`config.mk`:
```
export PLATFORM = sky130hd
export DESIGN_NAME = gpsync_port
export DESIGN_NICKNAME = d
export VERILOG_FILES = /design/src/logic/gpsync_port.v
export VERILOG_INCLUDE_DIRS = /design/src /design/src/logic
export SDC_FILE = /design/constraint.sdc
export NUM_CORES = 1
export LEC_CHECK = 0
export ABC_AREA = 1
export BUFFER_PORTS_ARGS = -buffer_cell sky130_fd_sc_hd__buf_2
export CORE_ASPECT_RATIO = 0.7
export CORE_UTILIZATION = 36
export CTS_CLUSTER_SIZE = 16
export DETAILED_ROUTE_END_ITERATION = 8
export SLEW_MARGIN = 20
export SYNTH_ARGS = -nofsm -noshare
export SYNTH_HDL_FRONTEND = slang
export SYNTH_SLANG_ARGS = --single-unit
export TNS_END_PERCENT = 10
```
`constraint.sdc`:
```
create_clock -name CLK_SYS -period 3.7 [get_ports CLK_SYS]
set_input_delay 0 -clock CLK_SYS [delete_from_list [all_inputs] [get_ports CLK_SYS]]
set_output_delay 0 -clock CLK_SYS [all_outputs]
set_load 0.02 [all_outputs]
```
`src/logic/gpsync_defines.vh`:
```
// Register offsets, field positions, reset values and sizes for the port block.
`ifndef GPSYNC_DEFINES_VH
`define GPSYNC_DEFINES_VH

// =====================================================================
// Port geometry
`define GPS_NPINS          8
`define GPS_INT_PINS       2

// =====================================================================
// Register byte offsets
`define GPS_OFF_DIR        8'h00
`define GPS_OFF_DRV        8'h04
`define GPS_OFF_SENSE      8'h08
`define GPS_OFF_SPECIAL    8'h0C
`define GPS_OFF_DIR_SET    8'h10
`define GPS_OFF_DIR_CLR    8'h14
`define GPS_OFF_DRV_SET    8'h18
`define GPS_OFF_DRV_CLR    8'h1C
`define GPS_OFF_INT_CFG    8'h20
`define GPS_OFF_INT_FLAG   8'h24

// =====================================================================
// Fields
`define GPS_PUD_BIT        2
`define GPS_RST_BYTE       8'h00
`define GPS_RST_BIT        1'b0
`define GPS_RST_INT        2'h0
`define GPS_PIN_OFF_N      1'b1
`define GPS_PIN_LOW        1'b0

// =====================================================================
// Bus answers
`define GPS_RESP_OKAY      2'h0
`define GPS_RESP_SLVERR    2'h2
`define GPS_RDATA_ZERO     32'h00000000

`endif

```
`src/logic/gpsync_port.v`:
```
// One eight-pin general-purpose port with an AXI4-Lite register slave.
//
// Our own choices: the register offsets and the AXI4-Lite register port.
`timescale 1ns/1ns
`include "gpsync_defines.vh"

// =====================================================================
module gpsync_port (
    // Clock and reset
    input  wire        CLK_SYS,
    input  wire        RST_N,
    // AXI4-Lite write address and data
    input  wire [7:0]  AWADDR,
    input  wire        AWVALID,
    output wire        AWREADY,
    input  wire [31:0] WDATA,
    input  wire [3:0]  WSTRB,
    input  wire        WVALID,
    output wire        WREADY,
    // AXI4-Lite write response
    output reg  [1:0]  BRESP,
    output reg         BVALID,
    input  wire        BREADY,
    // AXI4-Lite read
    input  wire [7:0]  ARADDR,
    input  wire        ARVALID,
    output wire        ARREADY,
    output reg  [31:0] RDATA,
    output reg  [1:0]  RRESP,
    output reg         RVALID,
    input  wire        RREADY,
    // Pins, output enable low while driving
    input  wire [7:0]  PIN_IN,
    output wire [7:0]  PIN_OUT,
    output wire [7:0]  PIN_OE_N,
    output wire [7:0]  PIN_PULLUP,
    // Sleep controller and alternate-function input override
    input  wire        SLEEP_DEEP,
    input  wire [7:0]  ALT_INPUT_KEEP,
    // External interrupt pins 0 and 1 flag outputs
    output wire [1:0]  EXT_INT_FLAG
);

    // =====================================================================
    // Storage
    reg  [7:0] dir_reg;
    reg  [7:0] drv_reg;
    reg        pud_reg;
    reg  [1:0] int_en_reg;
    reg  [1:0] int_edge_reg;
    reg  [1:0] int_flag_reg;
    reg  [1:0] clamp_prev_reg;
    reg        aw_full_reg;
    reg        w_full_reg;
    reg  [7:0] aw_addr_reg;
    reg [31:0] w_data_reg;
    reg        w_strb0_reg;

    reg  [7:0] dir_next;
    reg  [7:0] drv_next;
    reg  [1:0] wr_resp;
    reg [31:0] rd_word;
    reg  [1:0] rd_resp;
    wire [1:0] int_clr;
    wire [1:0] int_flag_next;
    wire       do_write;
    wire [7:0] wbyte;
    wire [7:0] clamp_on;
    wire [7:0] sense_bits;
    wire [1:0] clamp_edge;
    genvar     gi;

    // =====================================================================
    // Pin cells
    // sleep clamp
    assign clamp_on = {8{SLEEP_DEEP}} & ~ALT_INPUT_KEEP
                      & ~{6'h00, int_en_reg};

    // one cell per pin
    // Each pin owns its synchroniser, so pins never share a sampling stage.
    // The global disable fans out to every cell as one common bit.
    generate
        for (gi = 0; gi < `GPS_NPINS; gi = gi + 1) begin : g_pin
            gpsync_pin_cell gpsync_pin_cell_i (
                .clk_sys    (CLK_SYS),
                .rst_n      (RST_N),
                .dir_bit    (dir_reg[gi]),
                .drv_bit    (drv_reg[gi]),
                .pud_bit    (pud_reg),
                .clamp_bit  (clamp_on[gi]),
                .pin_level  (PIN_IN[gi]),
                .pin_out    (PIN_OUT[gi]),
                .pin_oe_n   (PIN_OE_N[gi]),
                .pin_pullup (PIN_PULLUP[gi]),
                .sense_reg  (sense_bits[gi])
            );
        end
    endgenerate

    // =====================================================================
    // Clamp-made interrupt flags
    // rising clamp on a high pin
    assign clamp_edge = clamp_on[1:0] & ~clamp_prev_reg & PIN_IN[1:0]
                        & int_edge_reg & ~int_en_reg;
    // Set beats a software clear in the same cycle.
    assign int_clr = (do_write && aw_addr_reg == `GPS_OFF_INT_FLAG
                      && w_strb0_reg) ? w_data_reg[1:0] : `GPS_RST_INT;
    assign int_flag_next = (int_flag_reg & ~int_clr) | clamp_edge;
    assign EXT_INT_FLAG = int_flag_reg;

    // The history makes a flag fire once per clamp start, not every cycle.
    always @(posedge CLK_SYS or negedge RST_N) begin
        if (!RST_N) begin
            int_flag_reg   <= `GPS_RST_INT;
            clamp_prev_reg <= `GPS_RST_INT;
        end else begin
            int_flag_reg   <= int_flag_next;
            clamp_prev_reg <= clamp_on[1:0];
        end
    end

    // =====================================================================
    // AXI4-Lite write side
    // Address and data slots let the two write channels land in any order.
    // A held answer blocks new writes, so one write is under way at a time.
    assign AWREADY  = ~aw_full_reg & ~BVALID;
    assign WREADY   = ~w_full_reg & ~BVALID;
    assign do_write = aw_full_reg & w_full_reg & ~BVALID;
    assign wbyte    = w_data_reg[7:0];

    // set and clear locations
    // Set and clear locations spare software a read-modify-write.
    always @* begin
        dir_next = dir_reg;
        drv_next = drv_reg;
        case (aw_addr_reg)
            `GPS_OFF_DIR: begin
                dir_next = wbyte;
            end
            `GPS_OFF_DIR_SET: begin
                dir_next = dir_reg | wbyte;
            end
            `GPS_OFF_DIR_CLR: begin
                dir_next = dir_reg & ~wbyte;
            end
            `GPS_OFF_DRV: begin
                drv_next = wbyte;
            end
            `GPS_OFF_DRV_SET: begin
                drv_next = drv_reg | wbyte;
            end
            `GPS_OFF_DRV_CLR: begin
                drv_next = drv_reg & ~wbyte;
            end
            default: begin
                dir_next = dir_reg;
            end
        endcase
    end

    // Writes to the sense location are refused and change nothing.
    always @* begin
        wr_resp = `GPS_RESP_SLVERR;
        case (aw_addr_reg)
            `GPS_OFF_DIR, `GPS_OFF_DRV, `GPS_OFF_SPECIAL,
            `GPS_OFF_DIR_SET, `GPS_OFF_DIR_CLR, `GPS_OFF_DRV_SET,
            `GPS_OFF_DRV_CLR, `GPS_OFF_INT_CFG,
            `GPS_OFF_INT_FLAG: begin
                wr_resp = `GPS_RESP_OKAY;
            end
            default: begin
                wr_resp = `GPS_RESP_SLVERR;
            end
        endcase
    end

    always @(posedge CLK_SYS or negedge RST_N) begin
        if (!RST_N) begin
            dir_reg      <= `GPS_RST_BYTE;
            drv_reg      <= `GPS_RST_BYTE;
            pud_reg      <= `GPS_RST_BIT;
            int_en_reg   <= `GPS_RST_INT;
            int_edge_reg <= `GPS_RST_INT;
            aw_full_reg  <= `GPS_RST_BIT;
            w_full_reg   <= `GPS_RST_BIT;
            aw_addr_reg  <= `GPS_RST_BYTE;
            w_data_reg   <= `GPS_RDATA_ZERO;
            w_strb0_reg  <= `GPS_RST_BIT;
            BVALID       <= `GPS_RST_BIT;
            BRESP        <= `GPS_RESP_OKAY;
        end else begin
            if (AWVALID && AWREADY) begin
                aw_full_reg <= 1'b1;
                aw_addr_reg <= {AWADDR[7:2], 2'b00};
            end
            if (WVALID && WREADY) begin
                w_full_reg  <= 1'b1;
                w_data_reg  <= WDATA;
                w_strb0_reg <= WSTRB[0];
            end
            if (do_write) begin
                aw_full_reg <= 1'b0;
                w_full_reg  <= 1'b0;
                BVALID      <= 1'b1;
                BRESP       <= wr_resp;
                if (w_strb0_reg) begin
                    dir_reg <= dir_next;
                    drv_reg <= drv_next;
                    if (aw_addr_reg == `GPS_OFF_SPECIAL) begin
                        pud_reg <= w_data_reg[`GPS_PUD_BIT];
                    end
                    if (aw_addr_reg == `GPS_OFF_INT_CFG) begin
                        int_en_reg   <= w_data_reg[1:0];
                        int_edge_reg <= w_data_reg[9:8];
                    end
                end
            end else if (BVALID && BREADY) begin
                BVALID <= 1'b0;
            end
        end
    end

    // =====================================================================
    // AXI4-Lite read side
    assign ARREADY = ~RVALID;

    always @* begin
        rd_word = `GPS_RDATA_ZERO;
        rd_resp = `GPS_RESP_OKAY;
        case ({ARADDR[7:2], 2'b00})
            `GPS_OFF_DIR:      rd_word = {24'h000000, dir_reg};
            `GPS_OFF_DRV:      rd_word = {24'h000000, drv_reg};
            `GPS_OFF_SENSE:    rd_word = {24'h000000, sense_bits};
            `GPS_OFF_SPECIAL:  rd_word = {29'h00000000, pud_reg, 2'b00};
            `GPS_OFF_INT_CFG:  rd_word = {22'h000000, int_edge_reg,
                                          6'h00, int_en_reg};
            `GPS_OFF_INT_FLAG: rd_word = {30'h00000000, int_flag_reg};
            default: begin
                rd_resp = `GPS_RESP_SLVERR;
            end
        endcase
    end

    // Only one read in flight: a new address waits until RDATA is taken.
    always @(posedge CLK_SYS or negedge RST_N) begin
        if (!RST_N) begin
            RVALID <= 1'b0;
            RDATA  <= `GPS_RDATA_ZERO;
            RRESP  <= `GPS_RESP_OKAY;
        end else if (ARVALID && ARREADY) begin
            RVALID <= 1'b1;
            RDATA  <= rd_word;
            RRESP  <= rd_resp;
        end else if (RVALID && RREADY) begin
            RVALID <= 1'b0;
        end
    end

endmodule

// =====================================================================
// One pin: its drivers, its pull-up choice and its input synchroniser.
module gpsync_pin_cell (
    // Clock and reset
    input  wire clk_sys,
    input  wire rst_n,
    // Pin configuration
    input  wire dir_bit,
    input  wire drv_bit,
    input  wire pud_bit,
    input  wire clamp_bit,
    // Pin side, output enable low while driving
    input  wire pin_level,
    output wire pin_out,
    output wire pin_oe_n,
    output wire pin_pullup,
    // Synchronised pin level
    output reg  sense_reg
);

    reg  latch_reg;
    wire pullup_on;
    wire din;

    // Reset overrides every setting at once, even with the clock stopped.
    // direction to enable
    assign pin_oe_n   = rst_n ? ~dir_bit : `GPS_PIN_OFF_N;
    assign pin_out    = rst_n ? (drv_bit & dir_bit) : `GPS_PIN_LOW;
    assign pullup_on  = ~dir_bit & drv_bit & ~pud_bit;
    assign pin_pullup = rst_n ? pullup_on : `GPS_PIN_LOW;

    // clamp ahead of the synchroniser
    // A clamped input cannot float and burn power while the part sleeps.
    assign din = pin_level & ~clamp_bit;

    // latch stage
    // Latching on the falling edge gives the pin half a cycle to settle.
    always @(negedge clk_sys or negedge rst_n) begin
        if (!rst_n) begin
            latch_reg <= `GPS_RST_BIT;
        end else begin
            latch_reg <= din;
        end
    end

    always @(posedge clk_sys or negedge rst_n) begin
        if (!rst_n) begin
            sense_reg <= `GPS_RST_BIT;
        end else begin
            sense_reg <= latch_reg;
        end
    end

endmodule

```
==> results of run 1 <==
-- worst max-delay path, delay by kind of cell, from the launching register on --
kind | cells | cell delay, ns
DFF | 1 | 0.40
and+or+nand+nor | 2 | 0.40
buffers and inverters | 2 | 0.10
-- kinds of logic after synthesis --
kind of cell | share of synthesized area, %
and+or+nand+nor | 27.5
buffers and inverters | 14.7
other | 0.101
muxes | 0.605
DFF | 49.7
AOI/OAI and AO/OA | 7.39
-- routing by layer --
layer	vias to the layer above	track usage (%)
met4	0	6.46
met2	89	27.8
met1	1474	25.0
met3	11	4.32
met5	-	0
li1	1553	-
-- per-stage QoR --
step	util (%)	power, W	hold WS (ns)	setup slack, ns	instance area (um^2)
after floorplan	-	0.00176	-0.296	0.934	3810
after global placement	41.0	0.00194	0.0204	0.873	4050
after detailed placement	41.0	0.00196	0.0242	0.804	4050
after CTS	47.1	0.00302	0.0888	0.799	4650
after global routing	47.1	0.00318	0.123	0.726	4650
final	47.1	0.00299	0.0991	0.805	4650
-- layout by cell type, fill, tap and decap left out, types with 2 or more instances in the layout --
| cell type | instances |
|---|---|
| sky130_fd_sc_hd__nand2_1 | 125 |
| sky130_fd_sc_hd__buf_2 | 88 |
| sky130_fd_sc_hd__dfrtp_1 | 66 |
| sky130_fd_sc_hd__nor2_1 | 43 |
| sky130_fd_sc_hd__inv_1 | 42 |
| sky130_fd_sc_hd__o21ai_0 | 25 |
| sky130_fd_sc_hd__dlygate4sd3_1 | 25 |
| sky130_fd_sc_hd__conb_1 | 24 |
| sky130_fd_sc_hd__nand3_1 | 21 |
| sky130_fd_sc_hd__a21oi_1 | 15 |
| sky130_fd_sc_hd__nor3_1 | 11 |
| sky130_fd_sc_hd__clkbuf_16 | 9 |
| sky130_fd_sc_hd__nand4_1 | 8 |
| sky130_fd_sc_hd__dfrtn_1 | 8 |
| sky130_fd_sc_hd__nor2_2 | 6 |
| sky130_fd_sc_hd__o21a_1 | 6 |
| sky130_fd_sc_hd__nor2_4 | 5 |
| sky130_fd_sc_hd__bufinv_16 | 3 |
| sky130_fd_sc_hd__nand3_2 | 2 |
| sky130_fd_sc_hd__inv_2 | 2 |
| sky130_fd_sc_hd__nand2_2 | 2 |
| sky130_fd_sc_hd__mux2_2 | 2 |
| sky130_fd_sc_hd__o211ai_1 | 2 |
| sky130_fd_sc_hd__o21bai_1 | 2 |
| sky130_fd_sc_hd__clkbuf_8 | 2 |
| sky130_fd_sc_hd__buf_4 | 2 |
-- layout make-up --
cell class / count / area (um^2) / area share (%)
flip-flops and latches: 74 / 1850 / 39.8
multi-input cells: 303 / 1410 / 30.4
repair buffers: 115 / 706 / 15.2
clock buffers: 12 / 256 / 5.52
inverters: 44 / 165 / 3.55
well taps: 128 / 160 / 3.44
clock inverters: 4 / 97.6 / 2.10
-- worst max path at each step --
stage | from | endpoint | cells after the start
finish | int_en_reg[1] | g_pin[1].gpsync_pin_cell_i.latch_reg | 4
global route | int_en_reg[1] | g_pin[1].gpsync_pin_cell_i.latch_reg | 4
CTS | int_en_reg[1] | g_pin[1].gpsync_pin_cell_i.latch_reg | 4
detailed placement | int_en_reg[1] | g_pin[1].gpsync_pin_cell_i.latch_reg | 4
global placement | int_en_reg[1] | g_pin[1].gpsync_pin_cell_i.latch_reg | 4
floorplan | int_en_reg[1] | g_pin[1].gpsync_pin_cell_i.latch_reg | 4
-- report_power, final --
part           switching, W  internal (W)
Clock              0.000331      0.000696
Sequential         0.000193       0.00102
Combinational      0.000505      0.000244
==> results by group, run 1 <==
Floorplan
  – Initial Utilization: 37.7%
  – Area of the die: ~11,000 um^2
  – I/O Pins: 143
  – Standard-cell rows: 30
  – Width of the chip: 124 um
  – Height of the die: around 87 um
  – Area of the core: 9870 um^2

Synthesis
  – Count of flip-flops with a built-in enable after synthesis: 0
  – Post-synth ARST share: 100%
  – Sequential element share of the synthesized area: between 40% and 50%
  – Share of the synthesized area in the top cell type: between 40% and 50%
  – Flip-flop and latch count after synthesis: 74
  – Yosys warning count: 0
  – Synth Flop Type: sky130_fd_sc_hd__dfrtp_1
  – Distinct cell type count after synthesis: 27
  – Cell area after synthesis: 3720 um^2
  – Cell with the most instances after synthesis: sky130_fd_sc_hd__nand2_1
  – Per-instance average area after synthesis: 8.26 um^2
  – Biggest area contributors in the synthesized netlist: sky130_fd_sc_hd__dfrtp_1 (44%), sky130_fd_sc_hd__nand2_1 (13%), sky130_fd_sc_hd__buf_4 (9.7%)
  – Library cell occupying the most area in the post-synthesis netlist: sky130_fd_sc_hd__dfrtp_1
  – Most used standard cells in the synthesized netlist: sky130_fd_sc_hd__nand2_1 (125), sky130_fd_sc_hd__dfrtp_1 (66), sky130_fd_sc_hd__buf_4 (48)
  – Gate Count Post-Synth: ~450

Routing
  – Routed length on met1: 4380 um
  – Total vias in the final route: 3,127
  – Top layer reached by signal wires: met4
  – DRT Pass-1 Iters: 4
  – Routed wire length: 8880 um
  – Wire length on met3: 519 um
  – Met2 routed wirelength: 3880 um
  – DRC violation total after the first TritonRoute iteration: 168
  – Mean number of vias per cell: 4.60
  – Remaining antenna violation count after routing: 0
  – Wire length per cell after detailed routing: 13.1 um
  – DRC: 0

Worst hold path
  – Worst min-delay path category: in2reg
  – Worst hold path stage count: 5
  – Hold Path Sink: RRESP[1]
  – Critical hold path startpoint: ARADDR[6]

CTS
  – Worst-Skew Late Latency: 0.34 ns
  – H-tree depth: 3
  – Post-CTS setup repair buffer count: 0
  – Total number of clock tree sinks: 74
  – Clock input transition at the sequential cells of the worst setup and hold paths: approximately 0.060 ns
  – Root buffer selected by CTS: sky130_fd_sc_hd__clkbuf_16
  – TritonCTS Buffers: 9
  – Buffer depth of the longest clock path: 2
  – CTS tree: done
  – Number of instances resized during post-cts repair: 0
  – Hold Buf Count CTS: 25

Timing
  – RSZ-0062 raised after global routing: no
  – Final setup violation count: 0
  – Hold violation count in the final report: 0
  – Worst clock skew: about 0.0069 ns
  – Post-Route Setup TNS: 0 ns
  – Actual transition at the worst max-transition pin: 0.766 ns
  – Total count of max-transition violations in the final report: 0
  – Relative slew slack: 48.8%

Critical path
  – Most frequent cell on the critical path: sky130_fd_sc_hd__inv_1
  – Critical path arrival: 1.24 ns
  – Required time at the endpoint of the critical path: 2.05 ns
  – Critical Path Max Stage Delay: about 0.40 ns
  – CP cell instances: nor3_1, inv_1, nand2_1, inv_1
  – Critical-path maximum fanout: 3
  – Endpoint of the worst register-to-register path: g_pin[1].gpsync_pin_cell_i.latch_reg
  – Crit path kind: reg2reg
  – CP Capture Type: register
  – Worst-path cell with the longest stage delay: sky130_fd_sc_hd__dfrtp_1
  – Worst-case register-to-register setup slack: 0.81 ns
  – Source of the worst register-to-register timing path: int_en_reg[1]
  – Worst Setup Start Kind: register
  – Worst R2R Path Depth: 4

Finish
  – Area growth, synth to finish: 24.9%
  – FILL cells: between 900 and 1,000
  – Number of standard cells in the layout, taps in and fillers out: 680
  – Diode insertion count for antenna repair: 0
  – Final net count: 623
  – Fraction of final layout cells with drive strength greater than 1: 23.2%

Pwr
  – Static leakage power: 2.42 nW
  – VDD IR max: 0.519 mV
  – Cell Pwr Density: 643 nW/um^2

Place
  – Placer congestion estimate: 0.815
  – IO buf count: 89
  – Final HPWL from detailed placement: 6530 um
  – Placed insts: 639

Status
  – Run status: finished clean

Job
  – Number of max-cap violations: 0

GRT
  – Pin count of the biggest net entering global routing: 45
  – GRT Overall Usage: 18.1%
  – Gr ovfl total: 0
  – Number of antenna violations at the first check in global routing: 0
  – Number of global-route vias before repair: approximately 3,000
  – Global-route wire length before repair: 14,400 um
Note: power is estimated with default switching activity, not from simulation.
==> run 2, diff against run 1 <==
Clock period 3.7 ns to 2.45 ns, I/O delays scaled along.
==> run 2 against run 1 <==
  * Combinational power rose by 52%
  * Die area unchanged
  * Sequential share of layout area fell by 0.18 points
  * Sequential power is 52% higher
  * Register-to-register slack worse by 0.62 ns
  * Highest routed layer unchanged
==> results by group, run 2 (synthesis results as in run 1) <==
Place
  – Final HPWL from detailed placement: roughly 6600 um
  – IO buf count: 89
  – Placer congestion estimate: 0.817

Critical path
  – Endpoint of the worst register-to-register path: g_pin[1].gpsync_pin_cell_i.latch_reg
  – Required time at the endpoint of the critical path: 1.42 ns
  – Stages on worst setup path: 4
  – Critical path arrival: roughly 1.2 ns
  – Worst-case register-to-register setup slack: roughly 0.18 ns
  – CP cell instances: nor3_1, inv_1, nand2_1, inv_1
  – Source of the worst register-to-register timing path: int_en_reg[1]
  – Worst-path cell with the longest stage delay: sky130_fd_sc_hd__dfrtp_1
  – Worst Setup Start Kind: register
  – Family with the most delay on the worst path: flip-flops
  – End point of the critical path: g_pin[1].gpsync_pin_cell_i.latch_reg
  – Crit path kind: reg2reg
  – CP Capture Type: register
  – Critical-path maximum fanout: 3
  – Worst R2R Path Depth: 4
  – Number of buffer and inverter stages on the critical path: 2
  – Critical Path Max Stage Delay: 0.40 ns
  – Critical Path Start: int_en_reg[1]
  – Most frequent cell on the critical path: sky130_fd_sc_hd__inv_1

Finish
  – Area growth, synth to finish: 25.4%
  – Post-Route Utilization: 47.3%
  – Highest-count cells in the layout ignoring fill and taps: sky130_fd_sc_hd__nand2_1 (125), sky130_fd_sc_hd__buf_2 (88), sky130_fd_sc_hd__dfrtp_1 (66), sky130_fd_sc_hd__nor2_1 (43), sky130_fd_sc_hd__inv_1 (42)
  – Most common cell after layout, fill and taps aside: sky130_fd_sc_hd__nand2_1
  – Final net count: 626
  – Fraction of final layout cells with drive strength greater than 1: 23.8%
  – Diode insertion count for antenna repair: 0

Pwr
  – Cell Pwr Density: just under 1000 nW/um^2
  – Static leakage power: 2.43 nW
  – VDD IR max: approximately 0.50 mV

Timing
  – Hold violation count in the final report: 0
  – Hold slack: 0.0902 ns
  – Total count of max-transition violations in the final report: 0
  – RSZ-0062 raised after global routing: no
  – Relative slew slack: 49.8%
  – Worst clock skew: roughly 0.010 ns
  – Post-Route Setup TNS: 0 ns
  – Actual transition at the worst max-transition pin: 0.751 ns
  – Final setup violation count: 0

Routing
  – Wire length per cell after detailed routing: ~13 um
  – Mean number of vias per cell: 4.53
  – DRC: 0
  – DRT Pass-1 Iters: 4
  – Routed wire length: 9030 um
  – DRC violation total after the first TritonRoute iteration: 174
  – Remaining antenna violation count after routing: 0
  – Total vias in the final route: 3,091

GRT
  – Number of global-route vias before repair: approximately 2,900
  – Global-route wire length before repair: 14,500 um
  – Pin count of the biggest net entering global routing: 39
  – Gr ovfl total: 0
  – Number of antenna violations at the first check in global routing: 0
  – GRT Overall Usage: roughly 18%

Floorplan
  – Width of the chip: 124 um
  – Area of the core: 9870 um^2
  – Standard-cell rows: 30
  – Height of the die: 87.1 um
  – Area of the die: 10,800 um^2
  – Initial Utilization: 37.7%
  – I/O Pins: 143

CTS
  – Total number of clock tree sinks: 74
  – CTS tree: done
  – Buffer depth of the longest clock path: 2
  – Number of instances resized during post-cts repair: 0
  – Clock input transition at the sequential cells of the worst setup and hold paths: approximately 0.06 ns
  – TritonCTS Buffers: 9
  – H-tree depth: 3
  – Worst-Skew Late Latency: 0.34 ns
  – Root buffer selected by CTS: sky130_fd_sc_hd__clkbuf_16

Status
  – Run status: finished clean

Job
  – Number of max-cap violations: 0

Worst hold path
  – Worst hold path stage count: 5
  – Worst min-delay path category: in2reg
## run 2: cell count changes in the layout (fill, tap and decap cells not counted)
cell	delta
sky130_fd_sc_hd__buf_4	+3
sky130_fd_sc_hd__clkbuf_1	-1
sky130_fd_sc_hd__clkbuf_8	-1
sky130_fd_sc_hd__clkinv_4	+1
sky130_fd_sc_hd__clkinvlp_4	+1
## run 2: area by class of cell
type / instances / area (um^2)
fill: 958 / 5200
clock inverter: 6 / 114
tap: 128 / 160
sequential: 74 / 1850
multi-input combinational: 303 / 1410
timing repair buffer: 118 / 728
clock buffer: 10 / 239
inverter: 44 / 165
## run 2: worst min path at each step
stage	start	endpoint	slack, ns
2_1_floorplan	RST_N	BRESP[1]	-0.30
3_3_place_gp	RST_N	dir_reg[4]	-0.003
3_5_place_dp	RST_N	dir_reg[5]	-0.01
4_1_cts	ARADDR[7]	RRESP[1]	0.07
5_1_grt	ARADDR[6]	RRESP[1]	0.12
6_report	ARADDR[6]	RRESP[1]	0.09
## run 2: routing by layer
layer  wire length (um)  global-route usage [%]
met5                  0                       0
met4                128                    7.34
met3                429                    4.78
met2               3960                    27.5
met1               4510                    25.2
## run 2: metrics by stage
stage          instances  worst slack [ns]  total power (W)  area, um^2
4_1_cts              683             0.176          0.00456        4670
6_report             683             0.182          0.00452        4670
5_1_grt              683             0.123          0.00481        4670
3_3_place_gp         642             0.255          0.00293        4070
3_5_place_dp         642             0.188          0.00297        4070
2_1_floorplan        474             0.309          0.00266        3810
## run 2: worst register-to-register path, stage by stage, from the launching register on
cell	delay, ns
sky130_fd_sc_hd__dfrtp_1	0.40
sky130_fd_sc_hd__nor3_1	0.33
sky130_fd_sc_hd__inv_1	0.07
sky130_fd_sc_hd__nand2_1	0.06
sky130_fd_sc_hd__inv_1	0.04
## run 2: report_power, final
part           switching [W]  leakage [nW]  internal (W)
registers           0.000303         0.921       0.00154
clock network       0.000514         0.165       0.00102
logic               0.000769          1.35      0.000372
## run 2: timing repair
| item | CTS | global route |
|---|---|---|
| hold buffers | 25 | 0 |
| setup endpoints to repair | 0 | 0 |
| endpoints found under the hold margin | 55 | 0 |
| setup buffers | 0 | 0 |
==> run 3, diff against run 2 <==
Settings changed: CTS_BUF_LIST set to sky130_fd_sc_hd__clkbuf_4.
==> run 3 against run 2 <==
  * Global-route usage fell by 0.24 points
  * Sequential power about the same
  * Hold slack got worse by 0.058 ns
  * Clock skew increased by 0.030 ns
  * Count of clock-buffer cells in the layout down 1
  * Cell area is 2.9% lower
  * Flip-flop and latch count unchanged
==> results by group, run 3 (synthesis results as in run 1) <==
Status
  – Run status: finished clean

CTS
  – Worst-Skew Late Latency: 0.42 ns
  – CTS tree: done
  – Clock input transition at the sequential cells of the worst setup and hold paths: 0.12 ns
  – TritonCTS Buffers: 9
  – H-tree depth: 3
  – Root buffer selected by CTS: sky130_fd_sc_hd__clkbuf_4
  – Buffer depth of the longest clock path: 2
  – Total number of clock tree sinks: 74

GRT
  – Routing usage on met1: 24.8%
  – Pin count of the biggest net entering global routing: 39
  – GRT Overall Usage: a little under a fifth
  – Gr ovfl total: 0
  – Met2 track demand over resource in global routing: 27.8%
  – Number of antenna violations at the first check in global routing: 0
  – Peak-usage layer in the global routing report: met2
  – Global-route wire length before repair: between 10,000 and 15,000 um
  – Number of global-route vias before repair: a little under 3,000
  – Global-route met3 utilization: 4.97%

Worst hold path
  – Worst min-delay path category: in2reg
  – Critical hold path startpoint: AWVALID

Floorplan
  – Height of the die: ~87 um
  – I/O Pins: 143
  – Width of the chip: 124 um
  – Initial Utilization: 37.7%
  – Area of the die: 10,800 um^2
  – Standard-cell rows: 30
  – Area of the core: 9870 um^2

Critical path
  – Critical Path Start: int_en_reg[1]
  – Worst Setup Start Kind: register
  – Required time at the endpoint of the critical path: roughly 1.5 ns
  – Critical-path maximum fanout: 3
  – CP Capture Type: register
  – Source of the worst register-to-register timing path: int_en_reg[1]
  – Critical path arrival: 1.36 ns
  – Crit path kind: reg2reg

Finish
  – Highest-count cells in the layout ignoring fill and taps: sky130_fd_sc_hd__nand2_1 (125), sky130_fd_sc_hd__buf_2 (88), sky130_fd_sc_hd__dfrtp_1 (66), sky130_fd_sc_hd__nor2_1 (43), sky130_fd_sc_hd__inv_1 (42)
  – Final net count: 629
  – Number of standard cells in the layout, taps in and fillers out: 686
  – Area growth, synth to finish: 21.7%
  – Layout Cell Area excl Fill: 4530 um^2
  – Most common cell after layout, fill and taps aside: sky130_fd_sc_hd__nand2_1
  – Diode insertion count for antenna repair: 0
  – Post-Route Utilization: 45.9%
  – FILL cells: about 1,000
  – Fraction of final layout cells with drive strength greater than 1: about a quarter

Routing
  – Total vias in the final route: 3,119
  – Routed wire length: around 9000 um
  – Mean number of vias per cell: 4.55
  – DRC: 0
  – DRT Pass-1 Iters: 4
  – DRC violation total after the first TritonRoute iteration: 188
  – Wire length per cell after detailed routing: 13.1 um
  – Remaining antenna violation count after routing: 0

Pwr
  – Cell Pwr Density: 869 nW/um^2
  – VDD IR max: approximately 0.59 mV
  – Static leakage power: 2.37 nW

Place
  – Final HPWL from detailed placement: 6620 um
  – Placed insts: 642
  – IO buf count: between 80 and 90
  – Dpl cell area: 4070 um^2
  – Placer congestion estimate: between 0.8 and 0.9

Timing
  – Hold violation count in the final report: 0
  – Hold slack: 0.0318 ns
  – Actual transition at the worst max-transition pin: 0.752 ns
  – RSZ-0062 raised after global routing: no
  – Final setup violation count: 0
  – Total count of max-transition violations in the final report: 0
  – Post-Route Setup TNS: 0 ns
  – Worst clock skew: roughly 0.040 ns
  – Relative slew slack: 49.7%

Job
  – Number of max-cap violations: 0
run 3: stage by stage:
step	power, W	setup slack [ns]
final	0.00394	0.114
after global routing	0.00422	0.0354
after CTS	0.00397	0.0828
after detailed placement	0.00297	0.188
after global placement	0.00293	0.255
after floorplan	0.00266	0.309
run 3: cell type report:
class / count / area (um^2) / area share (%)
Sequential cell: 74 / 1850 / 40.9
Tap cell: 128 / 160 / 3.53
Clock inverter: 7 / 118 / 2.59
Clock buffer: 9 / 67.6 / 1.49
Inverter: 44 / 165 / 3.64
Multi-Input combinational cell: 303 / 1410 / 31.2
Timing Repair Buffer: 121 / 758 / 16.7
run 3: what timing repair did:
item / in CTS / in global routing
gates resized for setup: 0 / 0
setup buffers: 0 / 0
endpoints found under the setup margin: 0 / 0
hold buffers: 28 / 0
endpoints found under the hold margin: 60 / 0
run 3: critical path, stage by stage (launching register included):
cell and delay, ns:
sky130_fd_sc_hd__dfrtp_1 0.42, sky130_fd_sc_hd__nor3_1 0.34, sky130_fd_sc_hd__inv_1 0.07, sky130_fd_sc_hd__nand2_1 0.06, sky130_fd_sc_hd__inv_1 0.04
run 3: metal layers:
layer / vias up / wire (um)
li1: 1562 / -
met1: 1454 / 4380
met2: 94 / 4020
met3: 9 / 490
met4: 0 / 79
met5: - / 0
run 3: path summary, 6_finish.rpt:
path                                                         to  slack (ns)  cells after the start
min                                                 aw_full_reg        0.03                      3
min reg2reg                                     EXT_INT_FLAG[0]        0.44                      1
min in group asynchronous  g_pin[4].gpsync_pin_cell_i.sense_reg        0.07                      2
max                        g_pin[1].gpsync_pin_cell_i.latch_reg        0.11                      4
max in group asynchronous  g_pin[1].gpsync_pin_cell_i.latch_reg        0.86                      2
max reg2reg                g_pin[1].gpsync_pin_cell_i.latch_reg        0.11                      4
run 3: report_power, final:
part / internal, W / switching [W] / total, W
Combinational: 0.000374 / 0.000769 / 0.00114
Clock: 0.000514 / 0.000443 / 0.000957
Sequential: 0.00154 / 0.000302 / 0.00184
